$ cat config.mk
export PLATFORM = sky130hd
export DESIGN_NAME = sysctl_top
export DESIGN_NICKNAME = d
export VERILOG_FILES = /design/src/sync2.v /design/src/tick_gen.v /design/src/sysctl_top.v
export VERILOG_INCLUDE_DIRS = /design/src
export SDC_FILE = /design/constraint.sdc
export NUM_CORES = 1
export LEC_CHECK = 0
export BUFFER_PORTS_ARGS = -buffer_cell sky130_fd_sc_hd__buf_2
export CAP_MARGIN = 15
export CORE_MARGIN = 2
export CORE_UTILIZATION = 53
export CTS_CLUSTER_DIAMETER = 100
export DETAILED_ROUTE_END_ITERATION = 8
export GPL_ROUTABILITY_DRIVEN = 0
export PLACE_DENSITY = 0.79
export SETUP_SLACK_MARGIN = 0.4
export SLEW_MARGIN = 10
export SYNTH_ARGS = -nofsm -noshare
export SYNTH_HDL_FRONTEND = slang
export SYNTH_SLANG_ARGS = --single-unit
$ cat constraint.sdc
create_clock -name clk_in -period 3.5 [get_ports clk_in]
set_clock_uncertainty 0.05 [all_clocks]
set_input_delay 0.35 -clock clk_in [delete_from_list [all_inputs] [get_ports clk_in]]
set_output_delay 0.35 -clock clk_in [all_outputs]
set_load 0.01 [all_outputs]
$ cat src/sysctl_consts.vh
// Constants for the system reset, watchdog, wakeup and periodic timer control block.
//
// Operation
// - After any reset, fetch starts at address 3FFD; control registers take initial values, except the reset pin enable, which only power-on reset clears.
// - During reset, peripherals are disabled and pins become plain inputs, no pulls.
// - Seven reset sources; all except debug-forced reset have a status flag.
// - Debug-forced reset clears every flag in the reset-source register.
// - Any write to reset-source register restarts the watchdog; flags stay unchanged.
// - Watchdog counts 1 kHz ticks, overflows at 32 or 256; defaults enabled, long.
// - Enabled watchdog overflow forces a system reset; software must restart it in time.
// - First write to the system options register after reset restarts the watchdog.
// - In background debug mode the watchdog counter holds.
// - Stop entry clears the watchdog counter; counting resumes from zero on exit.
// - No vectored interrupts; enabled requests only wake the processor from wait or stop.
// - A disabled module request cannot wake, but its event flag still sets.
// - Pending summary bits are read-only; each clears once its own module flag clears.
// - Low-voltage detector runs only when enabled; off in stop unless stop-enable set.
// - Power-on reset sets power-on and low-voltage flags; held until voltage recovers.
// - With low-voltage reset enabled, low voltage resets and holds; sets low-voltage flag.
// - Detector and interrupt enabled, reset disabled: low voltage sets flag and requests wakeup.
// - Periodic timer clocked by 1 kHz or external reference, runs in run, wait, stop.
// - Three-bit period field picks one of seven periods; zero disables the timer.
// - Periodic timer has read-only flag, write-only acknowledge, and a wakeup mask enable.
// - Acknowledge write of 1 clears the timer flag; 0 does nothing; reads zero.
// - On other resets each flag is set if its source was active, else cleared.
// - Watchdog enable and timeout select are write-once after reset.
`ifndef SYSCTL_CONSTS_VH
`define SYSCTL_CONSTS_VH

// Reset start address and jump opcode.
`define RESET_START_ADDR 14'h3FFD
`define JUMP_OPCODE 8'hBC

// Reset-source register bit positions.
`define RSR_POR 7
`define RSR_PIN 6
`define RSR_WDOG 5
`define RSR_ILLEGAL_OPCODE_RESET 4
`define RSR_ILLEGAL_ADDRESS_RESET 3
`define RSR_LVD 1

// System options register bit positions of the watchdog pair and reset pin enable.
`define OPT_WDOG_EN 7
`define OPT_WDOG_LONG 6
`define OPT_RST_PIN 0

// Watchdog overflow counts in 1 kHz ticks.
`define WDOG_W 8
`define WDOG_SHORT_MAX 8'h1F
`define WDOG_LONG_MAX 8'hFF

// Periodic timer prescaler: period code n selects 2^(n+2) ticks.
`define PT_W 10
`define PT_BASE_SHIFT 2

// Bus clock cycles per 1 kHz tick at 100 MHz.
`define TICK_PERIOD_NS 1000000
`define CLK_PERIOD_NS 10
`define TICK_CYCLES (`TICK_PERIOD_NS / `CLK_PERIOD_NS)
`define TICK_W 17

// Number of wakeup sources in the pending summary.
`define NUM_WAKE 7

`endif

$ cat src/sync2.v
// Two flip-flop synchroniser for a bundle of asynchronous levels.
`timescale 1ns/1ps
module sync2 #(
  parameter W = 1
) (
  // Clock and reset
  input wire clk_in,
  input wire nrst_in,
  // Data
  input wire [W-1:0] d_in,
  output reg [W-1:0] q_out
);

  reg [W-1:0] meta_q;

  always @(posedge clk_in or negedge nrst_in) begin
    if (!nrst_in) begin
      meta_q <= {W{1'b0}};
      q_out <= {W{1'b0}};
    end else begin
      meta_q <= d_in;
      q_out <= meta_q;
    end
  end

endmodule // sync2

$ cat src/tick_gen.v
// Free-running 1 kHz tick generator derived from the bus clock.
`timescale 1ns/1ps
`include "sysctl_consts.vh"
module tick_gen (
  // Clock and reset
  input wire clk_in,
  input wire nrst_in,
  // Tick
  output reg tick_out
);

  // The full-width count is cut to the counter width on purpose.
  localparam [31:0] LAST_W = `TICK_CYCLES - 1;
  localparam [`TICK_W-1:0] LAST = LAST_W[`TICK_W-1:0];
  reg [`TICK_W-1:0] cnt_q;

  always @(posedge clk_in or negedge nrst_in) begin
    if (!nrst_in) begin
      cnt_q <= {`TICK_W{1'b0}};
      tick_out <= 1'b0;
    end else if (cnt_q == LAST) begin
      cnt_q <= {`TICK_W{1'b0}};
      tick_out <= 1'b1;
    end else begin
      cnt_q <= cnt_q + 1'b1;
      tick_out <= 1'b0;
    end
  end

endmodule // tick_gen

$ cat src/sysctl_top.v
// System reset collection, watchdog, low-voltage, wakeup gating and periodic wakeup timer.
`timescale 1ns/1ps
`include "sysctl_consts.vh"
module sysctl_top (
  // Clock and reset (power-on reset, active low)
  input wire clk_in,
  input wire nrst_in,
  // Asynchronous reset source, supply monitor and external reference clock
  input wire reset_pin_n_in,
  input wire low_voltage_in,
  input wire ext_ref_clk_in,
  // Same-clock reset requests from the core and debug controller
  input wire illegal_opcode_reset_in,
  input wire illegal_address_reset_in,
  input wire debug_forced_reset_command_in,
  // Processor state
  input wire background_debug_in,
  input wire stop_mode_in,
  input wire wait_mode_in,
  // Register writes: reset-source address strobe, system options
  input wire reset_source_write_in,
  input wire system_options_write_in,
  input wire [7:0] system_options_wdata_in,
  // Power monitor control
  input wire low_voltage_detector_enable_in,
  input wire low_voltage_stop_enable_in,
  input wire low_voltage_reset_enable_in,
  input wire low_voltage_irq_enable_in,
  input wire low_voltage_flag_ack_in,
  // Periodic timer control
  input wire periodic_timer_write_in,
  input wire periodic_timer_clock_select_in,
  input wire periodic_timer_irq_enable_in,
  input wire [2:0] periodic_timer_period_in,
  input wire periodic_timer_acknowledge_in,
  // Module wakeup requests (flags and enables), bit 0 is the periodic timer
  input wire [`NUM_WAKE-1:0] module_flag_in,
  input wire [`NUM_WAKE-1:0] module_irq_enable_in,
  // System outputs
  output reg system_reset_out,
  output reg [13:0] reset_fetch_addr_out,
  output reg peripherals_disable_out,
  output reg pins_input_only_out,
  output reg [7:0] reset_source_register_out,
  output reg [7:0] system_options_register_out,
  output reg [`WDOG_W-1:0] watchdog_count_out,
  output reg low_voltage_detector_on_out,
  output reg low_voltage_flag_out,
  output reg periodic_timer_flag_out,
  output reg periodic_timer_acknowledge_out,
  output reg [`NUM_WAKE-1:0] pending_wakeup_summary_out,
  output reg wakeup_out
);

  // ------------------------------------------------------------------
  // Reset release and input synchronisation
  // ------------------------------------------------------------------
  reg rst_m_q;
  reg rst_n_q;
  always @(posedge clk_in or negedge nrst_in) begin
    if (!nrst_in) begin
      rst_m_q <= 1'b0;
      rst_n_q <= 1'b0;
    end else begin
      rst_m_q <= 1'b1;
      rst_n_q <= rst_m_q;
    end
  end

  wire [2:0] async_s;
  sync2 #(.W(3)) u_sync (
    .clk_in(clk_in),
    .nrst_in(rst_n_q),
    .d_in({~reset_pin_n_in, low_voltage_in, ext_ref_clk_in}),
    .q_out(async_s)
  );
  wire pin_rst_s = async_s[2];
  wire lv_s = async_s[1];
  wire ext_s = async_s[0];

  wire tick;
  tick_gen u_tick (
    .clk_in(clk_in),
    .nrst_in(rst_n_q),
    .tick_out(tick)
  );

  // ------------------------------------------------------------------
  // System options register, write-once
  // ------------------------------------------------------------------
  reg opt_locked_q;
  reg wd_en_q;
  reg wd_long_q;
  reg rst_pin_en_q;
  wire opt_first_wr = system_options_write_in && !opt_locked_q && !system_reset_out;

  // ------------------------------------------------------------------
  // Low-voltage detector
  // ------------------------------------------------------------------
  // Detector runs when enabled; in stop it needs the stop enable too.
  wire lvd_on = low_voltage_detector_enable_in &&
                (!stop_mode_in || low_voltage_stop_enable_in);
  wire lv_rst_req = lvd_on && low_voltage_reset_enable_in && lv_s;
  wire lv_irq_evt = lvd_on && low_voltage_irq_enable_in &&
                    !low_voltage_reset_enable_in && lv_s;
  reg lv_flag_q;

  // ------------------------------------------------------------------
  // Watchdog
  // ------------------------------------------------------------------
  reg [`WDOG_W-1:0] wd_cnt_q;
  wire [`WDOG_W-1:0] wd_max = wd_long_q ? `WDOG_LONG_MAX : `WDOG_SHORT_MAX;
  wire wd_overflow = wd_en_q && tick && (wd_cnt_q == wd_max) &&
                     !background_debug_in && !stop_mode_in;

  always @(posedge clk_in or negedge rst_n_q) begin
    if (!rst_n_q) begin
      wd_cnt_q <= {`WDOG_W{1'b0}};
    end else if (system_reset_out) begin
      wd_cnt_q <= {`WDOG_W{1'b0}};
    end else if (reset_source_write_in || opt_first_wr) begin
      wd_cnt_q <= {`WDOG_W{1'b0}};
    end else if (stop_mode_in) begin
      wd_cnt_q <= {`WDOG_W{1'b0}};
    end else if (background_debug_in || !wd_en_q) begin
      wd_cnt_q <= wd_cnt_q;
    end else if (tick) begin
      wd_cnt_q <= (wd_cnt_q == wd_max) ? {`WDOG_W{1'b0}} : wd_cnt_q + 1'b1;
    end
  end

  // ------------------------------------------------------------------
  // Reset collection and sequencing
  // ------------------------------------------------------------------
  // Requests captured while reset is asserted; flags are written on release.
  reg por_q;
  reg held_lv_q;
  reg [4:0] src_q; // pin, watchdog, opcode, address, low voltage
  reg dbg_q;
  wire pin_req = pin_rst_s && rst_pin_en_q;
  wire any_req = pin_req || wd_overflow || illegal_opcode_reset_in ||
                 illegal_address_reset_in || debug_forced_reset_command_in ||
                 lv_rst_req;
  // Supply must recover before leaving power-on or low-voltage reset.
  wire hold = lv_s && (por_q || held_lv_q);

  always @(posedge clk_in or negedge rst_n_q) begin
    if (!rst_n_q) begin
      system_reset_out <= 1'b1;
      por_q <= 1'b1;
      held_lv_q <= 1'b0;
      src_q <= 5'h00;
      dbg_q <= 1'b0;
      reset_source_register_out <= 8'h00;
    end else if (system_reset_out) begin
      src_q <= src_q | {pin_req, 1'b0, illegal_opcode_reset_in,
                        illegal_address_reset_in, lv_rst_req};
      dbg_q <= dbg_q | debug_forced_reset_command_in;
      if (lv_rst_req) begin
        held_lv_q <= 1'b1;
      end
      if (!hold && !any_req) begin
        system_reset_out <= 1'b0;
        por_q <= 1'b0;
        held_lv_q <= 1'b0;
        src_q <= 5'h00;
        dbg_q <= 1'b0;
        reset_source_register_out <= 8'h00;
        if (por_q) begin
          reset_source_register_out[`RSR_POR] <= 1'b1;
          reset_source_register_out[`RSR_LVD] <= 1'b1;
        end else if (!dbg_q) begin
          reset_source_register_out[`RSR_PIN] <= src_q[4];
          reset_source_register_out[`RSR_WDOG] <= src_q[3];
          reset_source_register_out[`RSR_ILLEGAL_OPCODE_RESET] <= src_q[2];
          reset_source_register_out[`RSR_ILLEGAL_ADDRESS_RESET] <= src_q[1];
          reset_source_register_out[`RSR_LVD] <= src_q[0] | held_lv_q;
        end
      end
    end else if (any_req) begin
      system_reset_out <= 1'b1;
      src_q <= {pin_req, wd_overflow, illegal_opcode_reset_in,
                illegal_address_reset_in, lv_rst_req};
      held_lv_q <= lv_rst_req;
      dbg_q <= debug_forced_reset_command_in;
    end
  end

  // Watchdog pair resets to enabled/long; the pin enable survives non-power-on resets.
  always @(posedge clk_in or negedge rst_n_q) begin
    if (!rst_n_q) begin
      opt_locked_q <= 1'b0;
      wd_en_q <= 1'b1;
      wd_long_q <= 1'b1;
      rst_pin_en_q <= 1'b0;
    end else if (system_reset_out) begin
      opt_locked_q <= 1'b0;
      wd_en_q <= 1'b1;
      wd_long_q <= 1'b1;
    end else if (opt_first_wr) begin
      opt_locked_q <= 1'b1;
      wd_en_q <= system_options_wdata_in[`OPT_WDOG_EN];
      wd_long_q <= system_options_wdata_in[`OPT_WDOG_LONG];
      rst_pin_en_q <= system_options_wdata_in[`OPT_RST_PIN];
    end
  end

  // ------------------------------------------------------------------
  // Periodic wakeup timer
  // ------------------------------------------------------------------
  reg ext_d_q;
  wire ext_tick = ext_s && !ext_d_q;
  wire pt_tick = periodic_timer_clock_select_in ? ext_tick : tick;
  reg [`PT_W-1:0] pt_cnt_q;
  wire [`PT_W-1:0] pt_last = (({{(`PT_W-1){1'b0}}, 1'b1}) <<
                              (periodic_timer_period_in + `PT_BASE_SHIFT)) - 1'b1;
  wire pt_expire = (periodic_timer_period_in != 3'h0) && pt_tick && (pt_cnt_q == pt_last);
  wire pt_ack = periodic_timer_write_in && periodic_timer_acknowledge_in;

  always @(posedge clk_in or negedge rst_n_q) begin
    if (!rst_n_q) begin
      ext_d_q <= 1'b0;
      pt_cnt_q <= {`PT_W{1'b0}};
      periodic_timer_flag_out <= 1'b0;
      periodic_timer_acknowledge_out <= 1'b0;
    end else begin
      ext_d_q <= ext_s;
      periodic_timer_acknowledge_out <= 1'b0;
      if (system_reset_out || periodic_timer_period_in == 3'h0) begin
        pt_cnt_q <= {`PT_W{1'b0}};
      end else if (pt_tick) begin
        pt_cnt_q <= pt_expire ? {`PT_W{1'b0}} : pt_cnt_q + 1'b1;
      end
      if (system_reset_out) begin
        periodic_timer_flag_out <= 1'b0;
      end else if (pt_expire) begin
        periodic_timer_flag_out <= 1'b1;
      end else if (pt_ack) begin
        periodic_timer_flag_out <= 1'b0;
      end
    end
  end

  // ------------------------------------------------------------------
  // Low-voltage flag, wakeup gating and outputs
  // ------------------------------------------------------------------
  wire [`NUM_WAKE-1:0] flags = {module_flag_in[`NUM_WAKE-1:1], periodic_timer_flag_out};
  wire [`NUM_WAKE-1:0] enables = {module_irq_enable_in[`NUM_WAKE-1:1],
                                  periodic_timer_irq_enable_in};

  always @(posedge clk_in or negedge rst_n_q) begin
    if (!rst_n_q) begin
      lv_flag_q <= 1'b0;
      low_voltage_flag_out <= 1'b0;
      low_voltage_detector_on_out <= 1'b0;
      pending_wakeup_summary_out <= {`NUM_WAKE{1'b0}};
      wakeup_out <= 1'b0;
      reset_fetch_addr_out <= `RESET_START_ADDR;
      peripherals_disable_out <= 1'b1;
      pins_input_only_out <= 1'b1;
      system_options_register_out <= 8'h00;
      watchdog_count_out <= {`WDOG_W{1'b0}};
    end else begin
      if (system_reset_out) begin
        lv_flag_q <= 1'b0;
      end else if (lv_irq_evt) begin
        lv_flag_q <= 1'b1;
      end else if (low_voltage_flag_ack_in) begin
        lv_flag_q <= 1'b0;
      end
      low_voltage_flag_out <= lv_flag_q;
      low_voltage_detector_on_out <= lvd_on;
      // Flags show outside system reset; enables only gate wakeup, no vector dispatch.
      pending_wakeup_summary_out <= system_reset_out ? {`NUM_WAKE{1'b0}} : flags;
      wakeup_out <= !system_reset_out && (wait_mode_in || stop_mode_in) &&
                    ((|(flags & enables)) || (lv_flag_q && low_voltage_irq_enable_in));
      reset_fetch_addr_out <= `RESET_START_ADDR;
      peripherals_disable_out <= system_reset_out;
      pins_input_only_out <= system_reset_out;
      system_options_register_out <= {wd_en_q, wd_long_q, 5'h00, rst_pin_en_q};
      watchdog_count_out <= wd_cnt_q;
    end
  end

endmodule // sysctl_top

==> results.json, run 1 <==
{
  "slew_headroom_pct": 55.1,
  "synth_compound_area_share_pct": 12.2,
  "pwr-share-seq_pct": 54.3,
  "cts_setup_buffers": 0,
  "synthCells": 381,
  "slowest_stage": "or3b_4",
  "yosys_warnings": 0,
  "fillers": 642,
  "drtPass1Iterations": 4,
  "dpl.hpwl_mm": 5.64,
  "coreArea_sq_um": 7650,
  "cts_root_buffer": "clkbuf_8",
  "die_h_um": 92.3,
  "synthXorXnorAreaFrac_pct": 6.15,
  "synth_sequential_area_ratio_pct": 53.5,
  "synth-simple-area-share_pct": 18.2,
  "final_common_cell": "dfrtp_1",
  "worstPathArrival_ns": 3.00,
  "crit_fanout": 7,
  "die_area_sq_um": 8510,
  "clk_pin_slew_ns": 0.09,
  "portBuffers": 70,
  "boundaryPins": 100,
  "yosysTopAreaCell": "dfrtp_1",
  "synth-edff-count": 0,
  "avgViaCountPerCell": 5.24,
  "post-route-min-period_ns": 2.80,
  "setup_ws_ns": 0.696,
  "tns_ns": 0,
  "ir_drop_v": 0.000288,
  "grt_usage_pct": 19.6,
  "cts_buffers": 9,
  "crit_chain": "buf_2 -> inv_1 -> ha_1 -> nand2b_4 -> or3b_4 -> ha_1 -> xnor2_1 -> a2111oi_2 -> o211a_1 -> o211ai_2 -> o31ai_4 -> nor2_1",
  "p_per_area_nw_per_um2": 425,
  "cp_common_cell": "ha_1",
  "drt_iter0_markers": 144,
  "r2r_slack_ns": 1.20,
  "swShare_pct": 26.1,
  "tightest_slew_ns": 0.672,
  "critPathKind": "input port to register",
  "diodes": 0,
  "maxSlewViolCount": 0,
  "synth_top_family_by_area": "simple AND/OR/NAND/NOR gates",
  "timing.fmax_mhz": 357,
  "grt_max_degree": 87,
  "synth_top_area_share_pct": 50.3,
  "drt.antenna.violating_nets": 0,
  "p_clk_share_pct": 35.7,
  "num_rows": 32,
  "synth.area.mux_share_pct": 0.758,
  "synthFlopType": "dfrtp_1",
  "rsz0062_at_grt": "false",
  "slowest_delay_ns": 0.42,
  "synth_adder_area_share_pct": 2.73,
  "wl_mm": 7.88,
  "die_x_um": 92.3,
  "min_path_type": "input port to register",
  "h-tree-depth": 3,
  "synth_area_sq_um": 4130,
  "synth-seq-cells": 88,
  "finalNetCount": 515,
  "p_sw_mw": 0.525,
  "crit_path_start_kind": "input port",
  "setup_violations": 0,
  "cts_buffer_depth": 2,
  "ys_async_sr_fraction_pct": 100,
  "synth.area.top_cells": "dfrtp_1 (50%), buf_4 (4.2%), nor2_1 (3.3%), dfstp_2 (3.2%), xor2_1 (3.2%)",
  "ys_types": 67,
  "insertion_delay_ns": 0.36,
  "final_cell_mix": "dfrtp_1 (82), buf_2 (70), nor2_1 (36)",
  "p_leak_nw": 2.28,
  "crit_path_end_kind": "register",
  "grt_overflow": 0,
  "maxCapViolCount": 0,
  "preCtsSetupSlack_ns": 0.313,
  "initial_utilization_pct": 54.0,
  "outcome": "complete, no violations",
  "cts_sinks": 88,
  "cts_tree": "yes",
  "combPwrFrac_pct": 10.0,
  "antenna_found_initial": 0,
  "area_growth_pct": 14.9,
  "grt_pass1_vias": 2812,
  "fin_crit_sh_pct": 80.1,
  "drcViolationCount": 0,
  "drive_gt1_share_pct": 24.1,
  "crit_required_ns": 3.69,
  "vias": 2965,
  "routedWlPerCell_um": 13.9,
  "synth.avg_cell_area_sq_um": 10.8,
  "hold_viol": 0,
  "grt_pass1_wl_mm": 13.1,
  "cellInternalPower_mw": 1.49
}
through the flow:
step | utilization (%) | instance area [sq um] | instances | total power, mW | hold slack (ns)
floorplan | - | 4210 | 402 | 1.25 | 0.00441
global placement | 58.9 | 4500 | 548 | 1.30 | 0.0853
detailed placement | 58.9 | 4500 | 548 | 1.31 | 0.0884
CTS | 61.6 | 4710 | 565 | 2.03 | 0.0222
global route | 62.0 | 4740 | 566 | 2.10 | 0.00987
finish | 62.0 | 4740 | 566 | 2.01 | 0.0389
Yosys cell counts, types with 2 or more instances:
| cell | number |
|---|---|
| dfrtp_1 | 83 |
| nor2_1 | 36 |
| buf_4 | 23 |
| nand2_1 | 22 |
| o21ai_0 | 20 |
| nand3_1 | 17 |
| inv_1 | 15 |
| xor2_1 | 15 |
| xnor2_1 | 14 |
| nor2b_1 | 11 |
| and3_1 | 10 |
| nand4_1 | 10 |
| ha_1 | 9 |
| a21oi_1 | 8 |
| a21o_1 | 5 |
| dfstp_2 | 5 |
| o31ai_1 | 5 |
| o21a_1 | 4 |
| clkbuf_1 | 3 |
| nand2b_1 | 3 |
| nor3_1 | 3 |
| a21boi_0 | 2 |
| a22o_1 | 2 |
| a22oi_1 | 2 |
| a31oi_1 | 2 |
| and4_1 | 2 |
| conb_1 | 2 |
| mux2i_1 | 2 |
| nand3b_1 | 2 |
| nand4b_1 | 2 |
| nor4_1 | 2 |
| nor4_2 | 2 |
| o211ai_1 | 2 |
| o211ai_2 | 2 |
| or3_1 | 2 |
registers in the layout, indices dropped and copies added (netlist names), 3 cells and up:
register and flops:
pending_wakeup_summary_out 7, pt_cnt_q 10, reset_source_register_out 6, src_q 5
system_options_register_out 3, u_sync.meta_q 3, u_sync.q_out 3, u_tick.cnt_q 17
watchdog_count_out 8, wd_cnt_q 8
final cells by class:
type | count | area, sq um | area share, %
Sequential cell | 88 | 2210 | 46.6
Multi-Input combinational cell | 270 | 1740 | 36.6
Inverter | 16 | 60.1 | 1.27
Clock buffer | 10 | 128 | 2.69
Clock inverter | 6 | 73.8 | 1.56
Tap cell | 102 | 128 | 2.69
Timing Repair Buffer | 74 | 403 | 8.50
cells by family (layout without fill, tap and decap cells):
| kind of cell | after synthesis | in the layout |
|---|---|---|
| mux | 3 | 3 |
| buf+inv | 44 | 106 |
| simple gates | 136 | 136 |
| other cells | 2 | 23 |
| xor+xnor | 29 | 29 |
| compound gates | 70 | 70 |
| flops | 88 | 88 |
| fa+ha+maj | 9 | 9 |
critical path: cells and delay by family:
kind            cells  cell delay (ns)
buf+inv             2             0.19
compound gates      4             0.96
xor+xnor            1             0.14
fa+ha+maj           2             0.65
simple gates        3             0.71
power by group through the flow:
stage,clock network [mW],registers (mW),logic [mW]
floorplan,0,1.12,0.126
global placement,0,1.12,0.178
detailed placement,0,1.13,0.183
CTS,0.736,1.11,0.185
global route,0.778,1.10,0.226
finish,0.719,1.09,0.202
layer usage:
| layer | global-route usage, % | vias up | part of all wire (%) | wire length, um |
|---|---|---|---|---|
| met5 | 0 | - | 0 | 0 |
| met4 | 7.09 | 0 | 1.9 | 153 |
| met3 | 5.42 | 11 | 4.9 | 385 |
| met2 | 30.9 | 85 | 47 | 3730 |
| met1 | 26.1 | 1423 | 46 | 3610 |
| li1 | - | 1446 | - | - |
what timing repair did:
item                                   CTS  global route
gates resized for setup                  0             0
endpoints found under the hold margin    2             0
hold buffers                             1             0
final timing paths:
check,startpoint,endpoint,depth (start not counted)
worst max-delay path,periodic_timer_period_in[2],pt_cnt_q[7],12
worst max register to register,wd_cnt_q[0],src_q[4],7
worst min register to register,rst_n_q,low_voltage_detector_on_out,0
max in group asynchronous,rst_n_q,wd_en_q,1
worst min-delay path,low_voltage_in,u_sync.meta_q[1],1
min in group asynchronous,rst_n_q,low_voltage_detector_on_out,0
No activity file was read; power rests on OpenSTA's default activity.
==> inputs of run 2 (changes only) <==
Settings changed: ABC_AREA set to 1, CORE_UTILIZATION 53 to 49, PLACE_DENSITY 0.79 to 0.76.
Clock period 3.5 ns to 2.4 ns, I/O delays scaled along.
==> results.json, run 2 <==
{
  "outcome": "complete, no violations",
  "area_growth_pct": 18.0,
  "post-route-min-period_ns": 1.89,
  "slowest_delay_ns": 0.28,
  "die_area_sq_um": 10200,
  "p_clk_share_pct": 34.0,
  "cp_common_cell": "nand2_1",
  "synthCells": 571,
  "swShare_pct": 29.2,
  "routedWlPerCell_um": 13.1,
  "antenna_found_initial": 0,
  "ys_async_sr_fraction_pct": 100,
  "dpl.hpwl_mm": 7.63,
  "hold_slack_ns": 0.0272,
  "placed_cells": 751,
  "drive_gt1_share_pct": 20.4,
  "die_x_um": 101,
  "setup_violations": 0,
  "drt_iter0_markers": 243,
  "p_leak_nw": 2.82,
  "initial_utilization_pct": 50.1,
  "cts_sinks": 88,
  "grt_pass1_wl_mm": 16.6,
  "crit_required_ns": 2.59,
  "r2r-start": "wd_cnt_q[0]",
  "synth.area.top_cells": "dfrtp_1 (45%), nand2_1 (12%), inv_1 (6.4%), nand3_1 (4.8%), nor2_1 (4.6%)",
  "largest_reg_flops": 17,
  "timing.fmax_mhz": 530,
  "crit_fanout": 5,
  "min_from": "module_flag_in[1]",
  "slew_headroom_pct": 59.6,
  "grt_usage_pct": 20.5,
  "crit_path_start_kind": "input port",
  "drcViolationCount": 0,
  "slowest_stage": "ha_4",
  "synth_area_sq_um": 4600,
  "maxCapViolCount": 0,
  "cellInternalPower_mw": 2.10,
  "grt_pass1_vias": 3692,
  "cts_tree": "yes",
  "crit_path_end_kind": "register",
  "vias": 3978,
  "boundaryPins": 100,
  "die_h_um": 101,
  "synth.avg_cell_area_sq_um": 8.06,
  "combPwrFrac_pct": 12.2,
  "insertion_delay_ns": 0.36,
  "h-tree-depth": 3,
  "synthFlopType": "dfrtp_1",
  "drt.antenna.violating_nets": 0,
  "top_register": "u_tick.cnt_q",
  "portBuffers": 70,
  "pwr-share-seq_pct": 53.8,
  "rsz0062_at_grt": "true",
  "cts_root_buffer": "clkbuf_8",
  "synth_top_area_share_pct": 45.1,
  "yosysTopAreaCell": "dfrtp_1",
  "avgViaCountPerCell": 5.11,
  "final_common_cell": "nand2_1",
  "crit_chain": "buf_8 -> clkinvlp_4 -> ha_4 -> nor2_4 -> nand2_2 -> ha_4 -> inv_2 -> nand2_2 -> nand2_1 -> nor2_1 -> nand3_1 -> nor2_1 -> nand2_1 -> nor2_4 -> nand2_4 -> nand3_1 -> nand2_1",
  "wl_mm": 10.2,
  "tightest_slew_ns": 0.599,
  "cts_buffer_depth": 2,
  "critPathKind": "input port to register",
  "grt_max_degree": 45,
  "p_per_area_nw_per_um2": 546,
  "finalNetCount": 717,
  "coreArea_sq_um": 9200,
  "min_path_type": "input port to register",
  "fin_cells": 778,
  "worstPathArrival_ns": 2.08,
  "fillers": 819,
  "multi_input_area_sq_um": 2080,
  "cts_buffers": 9,
  "synth-seq-cells": 88,
  "crit_start": "periodic_timer_period_in[2]",
  "hold_viol": 0,
  "ir_drop_v": 0.000394,
  "yosysMostFrequentCell": "nand2_1",
  "synth-edff-count": 0,
  "final_cell_mix": "nand2_1 (144), dfrtp_1 (82), inv_1 (76)",
  "seqCellArea_sq_um": 2210,
  "fin_crit_sh_pct": 78.5,
  "top_regs": "u_tick.cnt_q x17, pt_cnt_q x10",
  "yosys_warnings": 0,
  "p_sw_mw": 0.866,
  "maxSlewViolCount": 0,
  "synth_sequential_area_ratio_pct": 48.0,
  "ys_types": 44,
  "grt_overflow": 0,
  "synthTopCellsByCount": "nand2_1 (146), dfrtp_1 (83), inv_1 (79), nor2_1 (56), nand3_1 (44)",
  "num_rows": 35,
  "drtPass1Iterations": 5,
  "clk_pin_slew_ns": 0.11
}
-- run 2: layout make-up --
class,instances,share of cell area [%]
antenna,1,0.0461
clock buffer,9,2.28
clock inverter,7,1.38
inverter,81,5.83
multi-input combinational,397,38.2
sequential,88,40.7
tap,111,2.56
timing repair buffer,84,8.94
-- run 2: power groups by stage --
stage | Clock [mW] | Sequential [mW] | Combinational [mW]
after floorplan | 0 | 1.64 | 0.229
after global placement | 0 | 1.62 | 0.329
after detailed placement | 0 | 1.63 | 0.339
after CTS | 1.03 | 1.60 | 0.350
after global routing | 1.09 | 1.61 | 0.411
final | 1.01 | 1.60 | 0.362
-- run 2: critical path, delay by kind of cell --
kind	cells	cell delay, ns
adders and majority gates	2	0.53
buffers and inverters	3	0.21
and+or+nand+nor	12	1.09
-- run 2: path summary, 6_finish.rpt --
path	end	slack (ns)	depth (start not counted)
worst max-delay path	pt_cnt_q[8]	0.51	17
worst min-delay path	pending_wakeup_summary_out[1]	0.03	3
worst max register to register	src_q[4]	0.54	9
worst min register to register	src_q[0]	0.28	0
max in group asynchronous	wd_en_q	1.33	1
min in group asynchronous	rst_n_q	0.14	2
-- run 2: cell families after synthesis --
kind of cell | Yosys count | synth area share, %
compound gates | 49 | 6.28
other cells | 2 | 0.163
flops | 88 | 48.0
fa+ha+maj | 9 | 2.45
xor+xnor | 17 | 3.23
buf+inv | 108 | 10.8
simple gates | 298 | 29.1
-- run 2: what timing repair did --
item	in CTS	in global routing
gates resized for setup	4	15
pin swaps	1	12
hold buffers	4	0
endpoints found under the setup margin	9	24
cloned	1	0
hold endpoints to repair	5	0
buffers inserted	1	4
-- run 2: metrics by stage --
step / setup slack (ns) / setup TNS [ns] / total power [mW] / cell area (sq um) / utilization [%]
final: 0.515 / 0 / 2.97 / 5430 / 59.1
after global routing: 0.381 / 0 / 3.11 / 5430 / 59.0
after CTS: 0.433 / 0 / 2.98 / 5350 / 58.1
after detailed placement: -0.0144 / -0.0562 / 1.96 / 5080 / 55.3
after global placement: 0.0967 / 0 / 1.95 / 5080 / 55.3
after floorplan: 0.397 / 0 / 1.87 / 4750 / -
-- run 2: layer usage --
metal	up-vias	part of all wire, %	global-route usage (%)	wire [um]
met5	-	0	0	0
met4	0	1.5	6.65	149
met3	21	5.6	3.40	571
met2	155	50	34.8	5090
met1	1846	43	26.8	4350
li1	1956	-	-	-
